### config.mk
export PLATFORM = sky130hd
export DESIGN_NAME = cec_top
export DESIGN_NICKNAME = d
export VERILOG_FILES = /design/src/logic/cec_pkg.sv /design/src/logic/cec_if.sv /design/src/logic/cec_counter.sv /design/src/logic/cec_top.sv
export SDC_FILE = /design/constraint.sdc
export NUM_CORES = 1
export LEC_CHECK = 0
export BUFFER_PORTS_ARGS = -buffer_cell sky130_fd_sc_hd__buf_2
export CELL_PAD_IN_SITES_DETAIL_PLACEMENT = 1
export CELL_PAD_IN_SITES_GLOBAL_PLACEMENT = 1
export CORE_MARGIN = 3
export CORE_UTILIZATION = 35
export CTS_BUF_LIST = sky130_fd_sc_hd__clkbuf_4 sky130_fd_sc_hd__clkbuf_8
export CTS_CLUSTER_SIZE = 25
export DETAILED_ROUTE_END_ITERATION = 8
export GPL_ROUTABILITY_DRIVEN = 0
export PLACE_DENSITY = 0.63
export SYNTH_ARGS = -nofsm -noshare
export SYNTH_HDL_FRONTEND = slang
export SYNTH_SLANG_ARGS = --single-unit
### constraint.sdc
create_clock -name mclk -period 2.38 [get_ports mclk]
set_clock_uncertainty 0.1 [all_clocks]
set_input_delay 0.238 -clock mclk [delete_from_list [all_inputs] [get_ports mclk]]
set_output_delay 0.238 -clock mclk [all_outputs]
set_load 0.01 [all_outputs]
### src/logic/cec_pkg.sv
`default_nettype none
package cec_pkg;
	// Field layout of each counter/threshold register
	localparam int CNT_W        = 27;
	localparam int PTR_LSB      = 27;
	localparam int PTR_MSB      = 31;
	localparam int PTR_W        = 5;
	localparam logic [4:0] PTR_MAX = 5'h1A;
	// Control/status addresses
	localparam int ADDR_W       = 12;
	localparam logic [11:0] ADDR_IC   = 12'h7F0;
	localparam logic [11:0] ADDR_ITM  = 12'h7F1;
	localparam logic [11:0] ADDR_DTM  = 12'h7F2;
	// Reset values
	localparam logic [26:0] CNT_RST = 27'h0000000;
	localparam logic [4:0]  PTR_RST = 5'h00;
	localparam int NSRC         = 3;
	// Counter source index
	typedef enum {CEC_SRC_IC, CEC_SRC_ITM, CEC_SRC_DTM} cec_src_type;
endpackage
`default_nettype wire

### src/logic/cec_if.sv
`timescale 1ns/1ps
`default_nettype none
// Per-counter write/increment bundle between top and counter slice
interface cec_cnt_if;
	logic        inc;   // One increment this cycle
	logic        wr;    // Firmware write strobe
	logic [31:0] wdata; // Write data
	logic [31:0] value; // Stored register value
	logic        hit;   // Selected counter bit set
	modport ctr (input inc, input wr, input wdata, output value, output hit);
	modport top (output inc, output wr, output wdata, input value, input hit);
endinterface
`default_nettype wire

### src/logic/cec_counter.sv
`timescale 1ns/1ps
`default_nettype none
// One counter with its threshold pointer
module cec_counter (
	input  wire logic mclk,
	input  wire logic rst,
	cec_cnt_if.ctr    p
);
	logic [26:0] cnt_r;   // Error count
	logic [26:0] cnt_nxt;
	logic [4:0]  ptr_r;   // Threshold bit pointer
	logic [4:0]  ptr_nxt;
	logic [4:0]  wptr;    // Written pointer field

	// Write beats increment; count wraps freely
	always_comb begin
		wptr    = p.wdata[cec_pkg::PTR_MSB:cec_pkg::PTR_LSB];
		cnt_nxt = cnt_r;
		ptr_nxt = ptr_r;
		if (p.wr) begin
			cnt_nxt = p.wdata[cec_pkg::CNT_W-1:0];
			// Illegal pointers fold to the top legal one
			ptr_nxt = (wptr > cec_pkg::PTR_MAX) ? cec_pkg::PTR_MAX : wptr;
		end else if (p.inc) begin
			cnt_nxt = cnt_r + 27'h0000001;
		end
	end

	// State registers
	always_ff @(posedge mclk) begin
		if (rst) begin
			cnt_r <= cec_pkg::CNT_RST;
			ptr_r <= cec_pkg::PTR_RST;
		end else begin
			cnt_r <= cnt_nxt;
			ptr_r <= ptr_nxt;
		end
	end

	// Level, never latched; clears as soon as the count does
	assign p.hit   = cnt_r[ptr_r];
	assign p.value = {ptr_r, cnt_r};

	// Stored pointer never leaves the legal range
	a_ptr_legal: assert property (@(posedge mclk) disable iff (rst)
		ptr_r <= cec_pkg::PTR_MAX) else $error("pointer out of range");
	// A write lands whole, even against a same-cycle event
	a_write_wins: assert property (@(posedge mclk) disable iff (rst)
		p.wr |=> cnt_r == $past(p.wdata[26:0])) else $error("write lost");
	// One step per event, wrapping freely at the top
	a_inc_one: assert property (@(posedge mclk) disable iff (rst)
		p.inc && !p.wr |=> cnt_r == $past(cnt_r) + 27'h0000001) else $error("bad step");
	// Reads alone never disturb either field
	a_hold_idle: assert property (@(posedge mclk) disable iff (rst)
		!p.inc && !p.wr |=> $stable(cnt_r) && $stable(ptr_r)) else $error("drift");
	// Illegal pointers fold to the top legal value rather than wrap
	a_fold_ptr: assert property (@(posedge mclk) disable iff (rst)
		p.wr && p.wdata[cec_pkg::PTR_MSB:cec_pkg::PTR_LSB] > cec_pkg::PTR_MAX
		|=> ptr_r == cec_pkg::PTR_MAX) else $error("no fold");
	// Legal pointers are kept exactly as written
	a_ptr_keep: assert property (@(posedge mclk) disable iff (rst)
		p.wr && p.wdata[cec_pkg::PTR_MSB:cec_pkg::PTR_LSB] <= cec_pkg::PTR_MAX
		|=> ptr_r == $past(p.wdata[cec_pkg::PTR_MSB:cec_pkg::PTR_LSB]))
		else $error("pointer changed");
	c_wrap: cover property (@(posedge mclk) p.inc && !p.wr && (&cnt_r));
endmodule
`default_nettype wire

### src/logic/cec_top.sv
`timescale 1ns/1ps
`default_nettype none
// Summary of operation
// - Cache tag or fetch error bumps cache counter
// - Many cache errors per cycle count once
// - Pointer bits 31:27, counter bits 26:0
// - Pointers 27-31 store as 26
// - Firmware reads harmlessly, writes both fields
// - Interrupt is level of selected bit
// - Clearing counter drops interrupt next cycle
// - Counter wraps, never saturates
// - Instruction memory fetch or DMA errors counted
// - Fetch errors counted even if unexecuted
// - Instruction DMA errors counted in any state
// - Data counter: retired access or DMA only
// - Data write-back only on retirement
// - Data DMA errors counted in any state
// - Write any value, read legal value
// - Registers at 0x7F0, 0x7F1, 0x7F2
// - Single-bit error detection drives counters
module cec_top (
	input  wire logic        mclk,
	input  wire logic        rst,
	input  wire logic [3:0]  ic_err_vec,       // Per tag/way cache error flags
	input  wire logic        ic_fetch_err,     // Cache fetch data error
	input  wire logic        itm_fetch_sbe,    // Instr memory fetch single-bit error
	input  wire logic        itm_dma_sbe,      // Instr memory DMA read single-bit error
	input  wire logic        dtm_ls_sbe,       // Data memory load/store single-bit error
	input  wire logic        dtm_ls_retire,    // That access retires
	input  wire logic        dtm_ls_spec,      // That access is speculative
	input  wire logic        dtm_ls_exc,       // That access takes an exception
	input  wire logic        dtm_dma_sbe,      // Data memory DMA read single-bit error
	input  wire logic        debug_halted_state, // Core in debug halt
	input  wire logic        power_sleep_state,  // Core in sleep
	input  wire logic        csr_rd,           // Register read strobe
	input  wire logic        csr_wr,           // Register write strobe
	input  wire logic [11:0] csr_addr,         // Register address
	input  wire logic [31:0] csr_wdata,        // Register write data
	output logic [31:0]      csr_rdata,        // Registered read data
	output logic             csr_hit,          // Address decoded, registered
	output logic             dtm_wb_en,        // Data memory correction write-back
	output logic             ce_irq            // Correctable-error local interrupt
);
	cec_cnt_if cif [cec_pkg::NSRC] ();
	logic [cec_pkg::NSRC-1:0] inc;       // Increment per source
	logic [cec_pkg::NSRC-1:0] sel;       // Address match per source
	logic [cec_pkg::NSRC-1:0] hit;       // Threshold hit per source
	logic [31:0]              val [cec_pkg::NSRC];
	logic [31:0]              rdata_nxt;
	logic                     dec_nxt;
	logic                     irq_nxt;
	logic                     wb_nxt;
	logic [31:0]              rdata_r;
	logic                     hit_r;
	logic                     irq_r;
	logic                     wb_r;

	// Address decode, shared by read and write paths
	function automatic logic [2:0] dec(input logic [11:0] a);
		dec = {a == cec_pkg::ADDR_DTM, a == cec_pkg::ADDR_ITM, a == cec_pkg::ADDR_IC};
	endfunction

	// Event qualification; power state is deliberately not looked at
	always_comb begin
		inc[0] = (|ic_err_vec) | ic_fetch_err;
		inc[1] = itm_fetch_sbe | itm_dma_sbe;
		inc[2] = (dtm_ls_sbe & dtm_ls_retire & ~dtm_ls_spec & ~dtm_ls_exc)
		         | dtm_dma_sbe;
		wb_nxt = dtm_ls_sbe & dtm_ls_retire & ~dtm_ls_spec & ~dtm_ls_exc;
		sel    = dec(csr_addr);
	end

	// Counter slices, one per source
	genvar g;
	generate
		for (g = 0; g < cec_pkg::NSRC; g++) begin : g_ctr
			assign cif[g].inc   = inc[g];
			assign cif[g].wr    = csr_wr & sel[g];
			assign cif[g].wdata = csr_wdata;
			assign val[g]       = cif[g].value;
			assign hit[g]       = cif[g].hit;
			cec_counter u_ctr (
				.mclk (mclk),
				.rst  (rst),
				.p    (cif[g])
			);
		end
	endgenerate

	// Read mux and interrupt combine; unmapped reads return zero
	always_comb begin
		rdata_nxt = 32'h00000000;
		dec_nxt   = csr_rd & (|sel);
		for (int i = 0; i < cec_pkg::NSRC; i++) begin
			if (csr_rd && sel[i]) begin
				rdata_nxt = val[i];
			end
		end
		irq_nxt = |hit;
	end

	// Output registers
	always_ff @(posedge mclk) begin
		if (rst) begin
			rdata_r <= 32'h00000000;
			hit_r   <= 1'b0;
			irq_r   <= 1'b0;
			wb_r    <= 1'b0;
		end else begin
			rdata_r <= rdata_nxt;
			hit_r   <= dec_nxt;
			irq_r   <= irq_nxt;
			wb_r    <= wb_nxt;
		end
	end

	// Every output leaves straight from its flop
	assign csr_rdata = rdata_r;
	assign csr_hit   = hit_r;
	assign ce_irq    = irq_r;
	assign dtm_wb_en = wb_r;

	// Interrupt flop tracks the OR of the three hits, one edge late
	a_irq_follow: assert property (@(posedge mclk) disable iff (rst)
		##1 ce_irq == $past(|hit)) else $error("irq mismatch");

	// Clearing a count drops the line unless another counter holds it up
	a_clear_irq: assert property (@(posedge mclk) disable iff (rst)
		csr_wr && (|sel) && csr_wdata[26:0] == 27'h0000000
		&& !(|(hit & ~sel)) && !(|(inc & ~sel)) |-> ##2 !ce_irq)
		else $error("irq not cleared");

	// Speculative loads and stores leave the data count alone
	a_no_spec: assert property (@(posedge mclk) disable iff (rst)
		dtm_ls_spec && !dtm_dma_sbe && !(csr_wr && sel[2])
		|=> val[2][26:0] == $past(val[2][26:0])) else $error("speculative counted");

	// Excepting accesses are dropped the same way
	a_no_exc: assert property (@(posedge mclk) disable iff (rst)
		dtm_ls_exc && !dtm_dma_sbe && !(csr_wr && sel[2])
		|=> val[2][26:0] == $past(val[2][26:0])) else $error("excepting counted");

	// An error on an access that never retires is not counted
	a_no_unretired: assert property (@(posedge mclk) disable iff (rst)
		dtm_ls_sbe && !dtm_ls_retire && !dtm_dma_sbe && !(csr_wr && sel[2])
		|=> val[2][26:0] == $past(val[2][26:0])) else $error("unretired counted");

	// A retired, clean load or store bumps the data count by one
	a_ls_step: assert property (@(posedge mclk) disable iff (rst)
		dtm_ls_sbe && dtm_ls_retire && !dtm_ls_spec && !dtm_ls_exc && !(csr_wr && sel[2])
		|=> val[2][26:0] == $past(val[2][26:0]) + 27'h0000001)
		else $error("data step lost");

	// Many tag flags in one cycle still count once
	a_multi_once: assert property (@(posedge mclk) disable iff (rst)
		(|ic_err_vec) && !(csr_wr && sel[0])
		|=> val[0][26:0] == $past(val[0][26:0]) + 27'h0000001)
		else $error("cache step not one");

	// A fetch error alone also steps the cache count
	a_fetch_step: assert property (@(posedge mclk) disable iff (rst)
		ic_fetch_err && !(csr_wr && sel[0])
		|=> val[0][26:0] == $past(val[0][26:0]) + 27'h0000001)
		else $error("cache fetch lost");

	// Fetch errors count whether or not the instruction runs
	a_itm_fetch: assert property (@(posedge mclk) disable iff (rst)
		itm_fetch_sbe && !(csr_wr && sel[1])
		|=> val[1][26:0] == $past(val[1][26:0]) + 27'h0000001)
		else $error("fetch error lost");

	// DMA read errors on the instruction memory count too
	a_itm_dma: assert property (@(posedge mclk) disable iff (rst)
		itm_dma_sbe && !(csr_wr && sel[1])
		|=> val[1][26:0] == $past(val[1][26:0]) + 27'h0000001)
		else $error("dma error lost");

	// Sleep does not gate instruction memory DMA counting
	a_dma_sleep: assert property (@(posedge mclk) disable iff (rst)
		itm_dma_sbe && power_sleep_state && !(csr_wr && sel[1])
		|=> val[1][26:0] == $past(val[1][26:0]) + 27'h0000001)
		else $error("sleep dma lost");

	// Debug halt does not gate data memory DMA counting
	a_dma_halt: assert property (@(posedge mclk) disable iff (rst)
		dtm_dma_sbe && debug_halted_state && !(csr_wr && sel[2])
		|=> val[2][26:0] == $past(val[2][26:0]) + 27'h0000001)
		else $error("halt dma lost");

	// Write-back strobe only follows a retired access
	a_wb_retire: assert property (@(posedge mclk) disable iff (rst)
		dtm_wb_en |-> $past(dtm_ls_retire)) else $error("write-back unretired");

	// A qualified access always gets its write-back
	a_wb_qual: assert property (@(posedge mclk) disable iff (rst)
		dtm_ls_sbe && dtm_ls_retire && !dtm_ls_spec && !dtm_ls_exc |=> dtm_wb_en) else $error("write-back lost");

	// Read data is the register as it stood at the taking edge
	a_read_ic: assert property (@(posedge mclk) disable iff (rst)
		csr_rd && sel[0] |=> csr_rdata == $past(val[0])) else $error("bad cache read");
	a_read_val: assert property (@(posedge mclk) disable iff (rst)
		csr_rd && sel[1] |=> csr_rdata == $past(val[1])) else $error("bad read");
	a_read_dtm: assert property (@(posedge mclk) disable iff (rst)
		csr_rd && sel[2] |=> csr_rdata == $past(val[2])) else $error("bad data read");

	// Unmapped reads give zero and no hit
	a_rd_unmapped: assert property (@(posedge mclk) disable iff (rst)
		csr_rd && !(|sel) |=> csr_rdata == 32'h00000000 && !csr_hit) else $error("unmapped read");

	// Mapped reads always raise the hit flag
	a_rd_hit: assert property (@(posedge mclk) disable iff (rst)
		csr_rd && (|sel) |=> csr_hit) else $error("hit missing");

	// Writes off the three addresses touch nothing
	a_wr_unmapped: assert property (@(posedge mclk) disable iff (rst)
		csr_wr && !(|sel) && !(|inc)
		|=> val[0] == $past(val[0]) && val[1] == $past(val[1]) && val[2] == $past(val[2]))
		else $error("unmapped write landed");

	// Main scenarios worth seeing at least once
	c_irq: cover property (@(posedge mclk) $rose(ce_irq));
	c_wr_inc: cover property (@(posedge mclk) csr_wr && (|(sel & inc)));
	c_dma_sleep: cover property (@(posedge mclk) dtm_dma_sbe && power_sleep_state);
	c_ls_count: cover property (@(posedge mclk) dtm_ls_sbe && dtm_ls_retire && !dtm_ls_spec);
endmodule
`default_nettype wire

# Yosys cells after proc, flatten, opt, wreduce, memory -nomap -nowiden
# Cells that the tools add are included.
# Widths: inputs -> output; s select.
# totals
reg_bits	131
latch_bits	0
ramBits	0
rom_bits	0
inputBits	62
elab_cells	57
mem_count	0
# op_classes
addsub	3
multipliers	0
div_mod_pow	0
n_lt_le_gt_ge	4
n_eq_ne	3
shift	0
n_mux	16
bitwise	12
reduce_logical	9
# ops
op	count
$mux 27	6
$mux 32	3
$add 27x1->27 const B	3
$eq 12x11->1 const B	3
$lt 5x6->1 const B	3
$bmux 1 s5	3
$and 1x1->1	7
$reduce_bool 2->1	3
$reduce_or 3->1	2
$gt 5x5->1 const B	1
$mux 5	1
$reduce_or 4->1	1
$logic_and 1x1->1	3
$mux 1	3
$or 1x1->1	3
$not 1->1	2

# Longest topological paths before layout
# Gate-level depths: netlist (run 1).
# logic_depth
ltp_word	6
ltp_mapped	7
ltp_nobuf	6

# Cells and area by module
# A second synthesis (run 1) with hierarchy kept.
# hier_totals
hier_cells	960
area_unflattened_um2	8007.7
# by_module_without_submodules
mod	n_inst	cells_per_inst	area_per_inst_um2
cec_counter	3	253	2057.0
cec_top	1	201	1836.8

# Worst setup path after synthesis (run 1)
# OpenSTA, ideal clock, no wires.
# synth_timing
path_kind	flip-flop to flip-flop
start	register g_ctr[0].u_ctr.ptr_r[1]
end	register irq_r, in the netlist ce_irq
setup_time_ps	139
t_arrival_ps	1663
required_time_ps	2141
setup_slack_ps	479
path_stages_with_launch	6
path_buffers	1
period_less_slack_ps	1901
path_cell_list	dfxtp_1 -> clkbuf_1 -> mux4_2 -> mux2_2 -> o211ai_1 -> a41oi_1
# synth_via
elab_chain_len	3
# synth_rtl
item	line	text
from (decl)	cec_counter.sv:11	logic [4:0] ptr_r;
from (signal assigned)	cec_counter.sv:33	ptr_r <= cec_pkg::PTR_RST;
from (signal assigned)	cec_counter.sv:36	ptr_r <= ptr_nxt;
$bmux 1 s5	cec_counter.sv:41	assign p.hit = cnt_r[ptr_r];
$mux 1 (implied by the code)	cec_counter.sv:41	
$reduce_or 3->1	cec_top.sv:99	irq_nxt = |hit;
to (signal assigned)	cec_top.sv:112	irq_r <= irq_nxt;
to (decl)	cec_top.sv:55	logic irq_r;
# No other way between the ends. The select of a mux whose other input is x is not followed.
# A chain may end at the register's enable or synchronous reset.

# Final worst setup path (run 1)
# layout_timing
start	register g_ctr[2].u_ctr.cnt_r[10]
end	register g_ctr[2].u_ctr.cnt_r[26]
# layout_via
elab_chain_len	3
# layout_rtl
item	line	text
from (decl)	cec_counter.sv:9	logic [26:0] cnt_r;
from (signal assigned)	cec_counter.sv:32	cnt_r <= cec_pkg::CNT_RST;
from (signal assigned)	cec_counter.sv:35	cnt_r <= cnt_nxt;
$add 27x1->27	cec_counter.sv:25	cnt_nxt = cnt_r + 27'h0000001;
$mux 27	cec_counter.sv:24	end else if (p.inc) begin
$mux 27	cec_counter.sv:20	if (p.wr) begin
# No other way between the ends. The select of a mux whose other input is x is not followed.

==> flow_summary_export.csv, run 1 <==
group,metric,value,unit
route,num_vias,6787,
timing,rsz0062_at_grt,"no",
timing,drv_slew,0,
pwr,cellInternalPower,3.56,mW
floorplanning,rows,51,
route,drc,0,
run_status,status,"complete, no violations",
synthesis,yosys_register_bits,131,
synthesis,yosysUniqueCellTypes,68,
synthesis,netlist_area,7060,um2
setup_path,setup.worst_path.class,"flop to flop",
timing,clock.fmax,0.483,GHz
synthesis,synth_edf_count,0,
clock_network,cts_made_buffers,17,
timing,worst_slack,0.308,ns
timing,setup-violations-final,0,
global_route,grt_pass1_wl,38.6,mm
timing,relSlewSlack,46.0,%
placement,dp_hpwl,17.4,mm
global_route,grt_pass1_vias,6739,
floorplanning,die_w,148,um
setup_path,worst_ep_required_time,2.65,ns
pwr,switching_power,1.09,mW
synthesis,yosys_warnings,0,
setup_path,worstPathMaxFanout,8,
pwr,vdd_drop_max,0.315,mV
clock_network,cts-root-buf,"clkbuf_8",
cells_and_area,area_growth,22.0,%
global_route,grt_max_degree,131,
pwr,clkPwrFrac,46.1,%
synthesis,async_reset_ff_share,0,%
route,drt_pass1_iterations,8,
timing,finalHoldViolCount,0,
setup_path,cp.arrival,2.34,ns
cells_and_area,layout-drive-gt1-share,22.0,%
floorplanning,io_pins,97,
floorplanning,start_util,35.9,%
pwr,power_frac_seq,48.1,%
synthesis,synth_seq_area_share,37.1,%
setup_path,start_kind,"flop",
route,routedWlPerCell,20.7,um
floorplanning,coreArea,19700,um2
clock_network,ctsResizeCount,0,
cells_and_area,num-fill-cells,2319,
synthesis,synthCells,789,
placement,port_buffers,94,
global_route,overflow,0,
cells_and_area,multi_input_area,4080,um2
route,wl,24.5,mm
synthesis,dominantRegCellSynth,"dfxtp_1",
timing,fin_setup_tns,0,ns
clock_network,tritoncts,"yes",
pwr,p_sw_share,23.4,%
cells_and_area,fin_nets,967,
route,drtIter0Drc,548,
synthesis,syn-num-nets,854,
clock_network,cts_buffer_depth,2,
timing,worst_slew_pin_slew,0.805,ns
timing,fin_crit_sh,87.0,%
placement,pre_cts_ws,0.258,ns
pwr,power_leakage,3.06,nW
route,detail_route.vias_per_cell,5.76,
pwr,p_comb_share,5.8,%
pwr,power.density,539,nW/um2
flow_run,drv_cap,0,
timing,fin_crit,2.07,ns
cells_and_area,ff_latch_area,2620,um2
setup_path,endpoint_kind,"flop",
clock_network,clkLatencyLatePin,0.46,ns
worst_hold_path,holdCritPathClass,"input port to flop",
clock_network,post_cts_buffers,0,
route,ant_nets,0,
global_route,grt_usage,22.4,%
clock_network,path_clk_slew,0.08,ns
floorplanning,fp.dieH,148,um
clock_network,cts_sinks,131,
clock_network,h-tree-depth,4,
synthesis,avgSynthCellArea,8.95,um2
cells_and_area,antenna_cells,0,
global_route,antenna_found_initial,0,
floorplanning,die-area,21900,um2
==> per-stage QoR <==
step | power (mW) | utilization (%) | hold WS, ns | area [um2] | std cells
floorplan | 2.38 | - | 0.282 | 7060 | 789
finish | 4.64 | 43.8 | 0.0706 | 8620 | 1179
global placement | 2.50 | 40.1 | 0.427 | 7880 | 1118
CTS | 4.70 | 43.8 | 0.0453 | 8620 | 1179
detailed placement | 2.51 | 40.1 | 0.449 | 7880 | 1118
global route | 4.83 | 43.8 | 0.0729 | 8620 | 1179
==> placed cells by master, fill, tap and decap left out, types with 17 or more instances in the layout <==
cell,netlist,routed
nor3_1,17,17
nand3_1,19,19
buf_2,10,93
a222oi_1,32,32
clkbuf_8,3,19
buf_4,0,36
a211oi_1,64,64
nor2_1,150,150
nand2_1,34,34
xnor2_1,50,50
xor2_1,18,18
mux2i_1,21,21
dfxtp_1,131,131
dlygate4sd3_1,0,30
==> sequential cells by signal (all words and copies together), names as in the netlist <==
register,cells
g_ctr.u_ctr.cnt_r,81
g_ctr.u_ctr.ptr_r,15
ce_irq,1
csr_rdata,32
dtm_wb_en,1
csr_hit,1
==> path summary, 6_finish.rpt <==
path	slack [ns]	endpoint	start	cells past startpoint
max	0.31	g_ctr[2].u_ctr.cnt_r[26]	g_ctr[2].u_ctr.cnt_r[10]	5
min	0.07	csr_hit	rst	3
max reg2reg	0.31	g_ctr[2].u_ctr.cnt_r[26]	g_ctr[2].u_ctr.cnt_r[10]	5
min reg2reg	0.47	g_ctr[2].u_ctr.cnt_r[1]	g_ctr[2].u_ctr.cnt_r[1]	2
==> synthesized netlist by cell type (3+ instances only) <==
cell      number  area, um2
nand3_1       19       95.1
clkbuf_1      51        191
inv_1         14       52.6
mux4_2        15        338
buf_6          3       33.8
nand2_1       34        128
and4_1        12        105
buf_2         10       50.1
nor3_1        17       85.1
a211oi_1      64        480
a222oi_1      32        320
a31o_2         3       26.3
nand3b_1       3       22.5
or3_1          6       37.5
dfxtp_1      131       2620
mux2i_1       21        210
a21oi_1       10       50.1
clkbuf_8       3       41.3
nor2_1       150        563
xnor2_1       50        438
and3_1         9       56.3
a311oi_1      14        123
nor4_1        15       93.8
ha_1           3       37.5
nand4_2        3       37.5
xor2_1        18        158
nand4_1       15       93.8
o21ai_0       14       70.1
==> area by class of cell <==
type / instances / share of cell area (%)
inverter: 14 / 0.610
sequential: 131 / 30.4
clock buffer: 22 / 3.30
multi-input combinational: 576 / 47.3
tap: 265 / 3.85
timing repair buffer: 162 / 12.7
clock inverter: 9 / 1.79
==> repair_timing <==
action                                 CTS  global route
endpoints found under the hold margin   74             0
setup endpoints to repair                0             0
hold buffers                            30             0
==> routing by layer <==
layer	wire, um	global-route usage [%]	share of wire [%]
met1	11300	32.0	46
met2	11400	35.6	47
met3	1400	3.96	5.7
met4	315	5.22	1.3
met5	0	0	0
==> worst max-delay path: stages (launching register included) <==
cell and delay [ns]:
dfxtp_1 0.48, nand4_2 0.16, or4_4 0.49, nor4_2 0.36, xnor2_1 0.14, a211oi_2 0.25
==> power by group through the flow <==
stage | clock (mW) | combinational, mW | sequential (mW)
after floorplan | 0 | 0.106 | 2.28
after global placement | 0 | 0.225 | 2.28
after detailed placement | 0 | 0.232 | 2.28
after CTS | 2.19 | 0.271 | 2.23
after global routing | 2.31 | 0.296 | 2.23
final | 2.14 | 0.271 | 2.23
==> cells by family (layout without fill, tap and decap cells) <==
group                      Yosys count  after routing  synth area share (%)
AOI/OAI and AO/OA                  158            158                  17.9
xor gates and xnor gates            68             68                  8.43
adders and majority gates            3              3                 0.531
buffers and inverters               82            207                  5.30
DFF                                131            131                  37.1
muxes                               39             39                  8.45
and+or+nand+nor                    308            308                  22.3
(Power assumes the default switching activity.)
==> run 2: changes to the inputs <==
--- a/config.mk
+++ b/config.mk
@@ -11,3 +11,3 @@
 export CORE_MARGIN = 3
-export CORE_UTILIZATION = 35
+export CORE_UTILIZATION = 45
 export CTS_BUF_LIST = sky130_fd_sc_hd__clkbuf_4 sky130_fd_sc_hd__clkbuf_8
@@ -16,3 +16,3 @@
 export GPL_ROUTABILITY_DRIVEN = 0
-export PLACE_DENSITY = 0.63
+export PLACE_DENSITY = 0.79
 export SYNTH_ARGS = -nofsm -noshare
==> constraint.sdc (replaced) <==
create_clock -name mclk -period 2.38 [get_ports mclk]
set_clock_uncertainty 0.1 [all_clocks]
set_input_delay 0.595 -clock mclk [delete_from_list [all_inputs] [get_ports mclk]]
set_output_delay 0.595 -clock mclk [all_outputs]
set_load 0.01 [all_outputs]
==> flow_summary_export.csv, run 2 (synthesized netlist as in run 1, its figures left out) <==
group,metric,value,unit
cells_and_area,fin_nets,940,
run_status,status,"complete, no violations",
clock_network,clkLatencyLatePin,0.46,ns
pwr,power.density,567,nW/um2
setup_path,cp_top_family,"simple AND/OR/NAND/NOR gates",
global_route,grt_pass1_wl,39.9,mm
global_route,grt_pass1_vias,7096,
setup_path,worstPathMaxFanout,7,
cells_and_area,largest_reg_flops,81,
setup_path,worst-path-buf-inv,0,
placement,dp_hpwl,17.4,mm
setup_path,endpoint_kind,"flop",
global_route,grt_usage,28.9,%
pwr,vdd_drop_max,0.340,mV
clock_network,post_cts_buffers,0,
timing,setup-violations-final,0,
setup_path,worst_ep_required_time,2.65,ns
global_route,grt_max_degree,62,
cells_and_area,layout-drive-gt1-share,23.0,%
floorplanning,die-area,17200,um2
setup_path,slowest_stage,"or4_4",
floorplanning,fp.dieH,131,um
setup_path,cp_cell_sequence,"nand3_2, or4_4, nor3_4, nand4_1, a311oi_1",
pwr,clkPwrFrac,47.6,%
floorplanning,start_util,46.3,%
floorplanning,io_pins,97,
cells_and_area,layout_commonest_cell,"nor2_1",
route,ant_nets,0,
placement,port_buffers,94,
route,num_vias,6919,
route,wl,24.8,mm
cells_and_area,antenna_cells,0,
global_route,antenna_found_initial,0,
clock_network,cts_buffer_depth,2,
worst_hold_path,holdCritPathClass,"input port to flop",
pwr,cellInternalPower,3.64,mW
timing,finalHoldViolCount,0,
floorplanning,die_w,131,um
cells_and_area,multi_input_area,4070,um2
clock_network,cts-root-buf,"clkbuf_8",
route,drtIter0Drc,793,
clock_network,path_clk_slew,0.08,ns
clock_network,cts_sinks,131,
clock_network,cts_made_buffers,17,
cells_and_area,ff_latch_area,2620,um2
floorplanning,coreArea,15300,um2
timing,drv_slew,0,
pwr,p_comb_share,5.2,%
cells_and_area,fin_area,8340,um2
cells_and_area,area_growth,18.0,%
route,drc,0,
floorplanning,rows,45,
clock_network,ctsResizeCount,0,
timing,clock.fmax,0.465,GHz
clock_network,h-tree-depth,4,
pwr,p_sw_share,23.1,%
pwr,switching_power,1.09,mW
timing,relSlewSlack,42.9,%
setup_path,setup.worst_path.class,"flop to flop",
cells_and_area,fin_util,54.6,%
setup_path,cp.arrival,2.43,ns
cells_and_area,layout_common_cells,"nor2_1 (150), dfxtp_1 (131), buf_2 (93)",
timing,rsz0062_at_grt,"no",
timing,worst_slew_pin_slew,0.850,ns
route,drt_pass1_iterations,8,
cells_and_area,num-fill-cells,1789,
route,detail_route.vias_per_cell,6.30,
route,routedWlPerCell,22.6,um
cells_and_area,regMostFlops,"g_ctr.u_ctr.cnt_r",
flow_run,drv_cap,0,
clock_network,tritoncts,"yes",
placement,dpl_cell_area,7870,um2
pwr,power_frac_seq,47.1,%
global_route,overflow,0,
timing,fin_crit,2.15,ns
pwr,power_leakage,2.98,nW
timing,fin_crit_sh,90.4,%
clock_network,hold_buffers,0,
setup_path,max_stage_delay,0.55,ns
setup_path,start_kind,"flop",
[run 2: cell types whose count changed in the layout (fill, tap and decap cells not counted), sizes merged]
cell	previous run	this run
bufinv	4	5
dlygate4sd3	30	0
clkinv	3	1
clkinvlp	2	3
buf	132	135
[run 2: path summary, 6_finish.rpt]
kind         slack, ns  cells after the start                        to                startpoint
max               0.23                      5  g_ctr[2].u_ctr.cnt_r[24]  g_ctr[2].u_ctr.cnt_r[14]
min               0.34                      3   g_ctr[2].u_ctr.cnt_r[0]              csr_wdata[0]
max reg2reg       0.23                      5  g_ctr[2].u_ctr.cnt_r[24]  g_ctr[2].u_ctr.cnt_r[14]
min reg2reg       0.48                      2   g_ctr[0].u_ctr.cnt_r[8]   g_ctr[0].u_ctr.cnt_r[8]
[run 2: through the flow]
stage          hold slack, ns  setup slack (ns)  cells  setup TNS (ns)  total power [mW]
2_1_floorplan           0.395             0.186    789               0              2.38
3_3_place_gp            0.442           -0.0352   1066          -0.103              2.51
3_5_place_dp            0.453           -0.0940   1066          -0.260              2.52
4_1_cts                 0.334             0.180   1097               0              4.73
5_1_grt                 0.332            0.0871   1098               0              4.88
6_report                0.339             0.228   1098               0              4.73
[run 2: cell type report]
| cell class | instances | share of cell area (%) |
|---|---|---|
| Clock inverter | 9 | 2.13 |
| Inverter | 14 | 0.630 |
| Multi-Input combinational cell | 576 | 48.8 |
| Clock buffer | 22 | 3.41 |
| Tap cell | 211 | 3.17 |
| Sequential cell | 131 | 31.5 |
| Timing Repair Buffer | 135 | 10.4 |
[run 2: per-layer routing]
layer | global-route usage [%] | part of all wire, %
met3 | 6.51 | 7.3
met1 | 37.4 | 42
met4 | 9.28 | 2.8
met2 | 48.0 | 48
met5 | 0 | 0
[run 2: worst reg2reg max path, delay by kind of cell (launching register included)]
family           cells  cell delay (ns)
AO/OA/AOI/OAI        1             0.27
flip-flops           1             0.48
AND/OR/NAND/NOR      4             1.21
[run 2: power by group through the flow]
stage | sequential, mW | clock [mW] | combinational (mW)
floorplan | 2.28 | 0 | 0.106
global placement | 2.28 | 0 | 0.228
detailed placement | 2.28 | 0 | 0.239
CTS | 2.23 | 2.26 | 0.244
global route | 2.23 | 2.38 | 0.267
finish | 2.23 | 2.25 | 0.247
==> run 3: changes to the inputs <==
ABC_AREA = 1   (was default)
CORE_UTILIZATION = 43   (was 45)
PLACE_DENSITY = 0.8   (was 0.79)
==> flow_summary_export.csv, run 3 <==
group,metric,value,unit
pwr,vdd_drop_max,0.310,mV
setup_path,start_kind,"flop",
flow_run,drv_cap,0,
timing,worst_slew_pin_slew,1.01,ns
timing,setup-violations-final,0,
pwr,power.density,459,nW/um2
synthesis,synth_top_area_share,29.9,%
setup_path,cp_common_cell,"nand3_1",
cells_and_area,area_growth,14.1,%
placement,pre_cts_ws,-0.120,ns
cells_and_area,layout_common_cells,"nand2_1 (374), inv_1 (204), nand3_1 (141)",
clock_network,post_cts_buffers,0,
route,drtIter0Drc,1073,
timing,fin_setup_tns,0,ns
setup_path,reg2reg_slack,0.26,ns
clock_network,cts_buffer_depth,2,
setup_path,worst_ep_required_time,2.67,ns
clock_network,h-tree-depth,4,
global_route,grt_pass1_wl,58.7,mm
clock_network,tritoncts,"yes",
synthesis,async_reset_ff_share,0,%
timing,worst_slack,0.260,ns
route,drt_pass1_iterations,6,
timing,relSlewSlack,32.6,%
clock_network,hold_buffers,0,
route,num_vias,10400,
synthesis,syn-num-nets,1489,
floorplanning,die-area,22100,um2
cells_and_area,final_cell_count_no_fill,1787,
placement,dp_hpwl,29.8,mm
route,detail_route.vias_per_cell,5.84,
clock_network,cts_made_buffers,17,
setup_path,endpoint_kind,"flop",
setup_path,worstPathMaxFanout,4,
floorplanning,fp.dieH,149,um
synthesis,synth_edf_count,0,
clock_network,ctsResizeCount,0,
floorplanning,start_util,44.4,%
worst_hold_path,holdCritPathClass,"input port to flop",
clock_network,path_clk_slew,0.10,ns
timing,rsz0062_at_grt,"no",
cells_and_area,layout-drive-gt1-share,13.9,%
timing,drv_slew,0,
setup_path,setup.worst_path.class,"flop to flop",
synthesis,avgSynthCellArea,6.15,um2
floorplanning,rows,51,
clock_network,clkLatencyLatePin,0.47,ns
cells_and_area,regMostFlops,"g_ctr.u_ctr.cnt_r",
setup_path,cp.arrival,2.41,ns
synthesis,yosys-top-cells-area,"dfxtp_1 (30%), nand2_1 (16%), inv_1 (8.7%), nand3_1 (8.1%), a21oi_1 (6.2%)",
synthesis,yosys_warnings,0,
clock_network,cts_sinks,131,
synthesis,synth_seq_area_share,29.9,%
floorplanning,coreArea,19700,um2
setup_path,slowest_stage,"dfxtp_1",
synthesis,netlist_area,8760,um2
route,ant_nets,0,
clock_network,cts-root-buf,"clkbuf_8",
route,drc,0,
timing,fin_crit,2.12,ns
timing,fin_crit_sh,89.1,%
global_route,grt_pass1_vias,10100,
placement,dp.cells,1754,
timing,clock.fmax,0.472,GHz
cells_and_area,fin_nets,1573,
pwr,p_total,4.59,mW
synthesis,synth_top_area_cell,"dfxtp_1",
synthesis,yosysUniqueCellTypes,43,
route,routedWlPerCell,21.7,um
synthesis,synth.most_common_cell,"nand2_1",
setup_path,max_stage_delay,0.40,ns
floorplanning,die_w,149,um
floorplanning,io_pins,97,
run_status,status,"complete, no violations",
synthesis,synthCells,1424,
cells_and_area,layout_commonest_cell,"nand2_1",
global_route,grt_usage,34.9,%
timing,whs,0.305,ns
synthesis,synth_commonest_cells,"nand2_1 (374), inv_1 (204), nand3_1 (141)",
global_route,grt_max_degree,79,
global_route,overflow,0,
timing,finalHoldViolCount,0,
global_route,antenna_found_initial,3,
setup_path,cp_cell_sequence,"ha_1, nand3_1, nor2_1, nand2_1, nor2_2, nand3_1, nand2_1, nand3_1, a31oi_1",
route,wl,38.7,mm
synthesis,dominantRegCellSynth,"dfxtp_1",
cells_and_area,largest_reg_flops,81,
pwr,power_leakage,4.38,nW
synthesis,yosys_register_bits,131,
placement,port_buffers,94,
==> run 3: path summary, 6_finish.rpt <==
kind / start / end / depth (start not counted)
hold / removal: dtm_ls_exc / dtm_wb_en / 4
setup reg to reg: g_ctr[0].u_ctr.cnt_r[0] / g_ctr[0].u_ctr.cnt_r[26] / 9
hold reg to reg: g_ctr[2].u_ctr.cnt_r[24] / g_ctr[2].u_ctr.cnt_r[24] / 2
setup / recovery: g_ctr[0].u_ctr.cnt_r[0] / g_ctr[0].u_ctr.cnt_r[26] / 9
==> run 3: cell type report <==
type                    instances  area [um2]
inverters                     218         821
fillers                      2812        9730
flip-flops and latches        131        2620
repair buffers                129         846
clock buffers                  17         234
clock inverters                15         156
diodes                          1        2.50
well taps                     265         332
multi-input cells            1011        4970
==> run 3: stage by stage <==
stage,cell area [um2],util (%)
2_1_floorplan,8760,-
3_3_place_gp,9600,48.7
3_5_place_dp,9600,48.7
4_1_cts,9990,50.6
5_1_grt,9990,50.6
6_report,9990,50.7
==> run 3: cells by family after synthesis <==
| family | share of synthesized area, % |
|---|---|
| compound gates | 18.3 |
| simple gates | 35.8 |
| flops | 29.9 |
| fa+ha+maj | 0.429 |
| xor+xnor | 2.20 |
| buf+inv | 13.2 |
==> run 3: power by group <==
part	internal, mW	switching [mW]
Combinational	0.117	0.277
Clock	0.790	1.16
Sequential	2.21	0.0266
Total	3.12	1.47
==> run 3: metal layers <==
| layer | part of all wire, % | global-route usage [%] | wire length [um] |
|---|---|---|---|
| met1 | 42 | 47.3 | 16400 |
| met2 | 43 | 52.1 | 16500 |
| met3 | 9.3 | 7.56 | 3590 |
| met4 | 5.8 | 18.4 | 2230 |
| met5 | 0.062 | 0 | 24 |
==> run 3: critical path: cells and delay by family, from the launching register on <==
family	cells	cell delay, ns
flops	1	0.40
compound gates	1	0.23
simple gates	7	1.09
fa+ha+maj	1	0.22
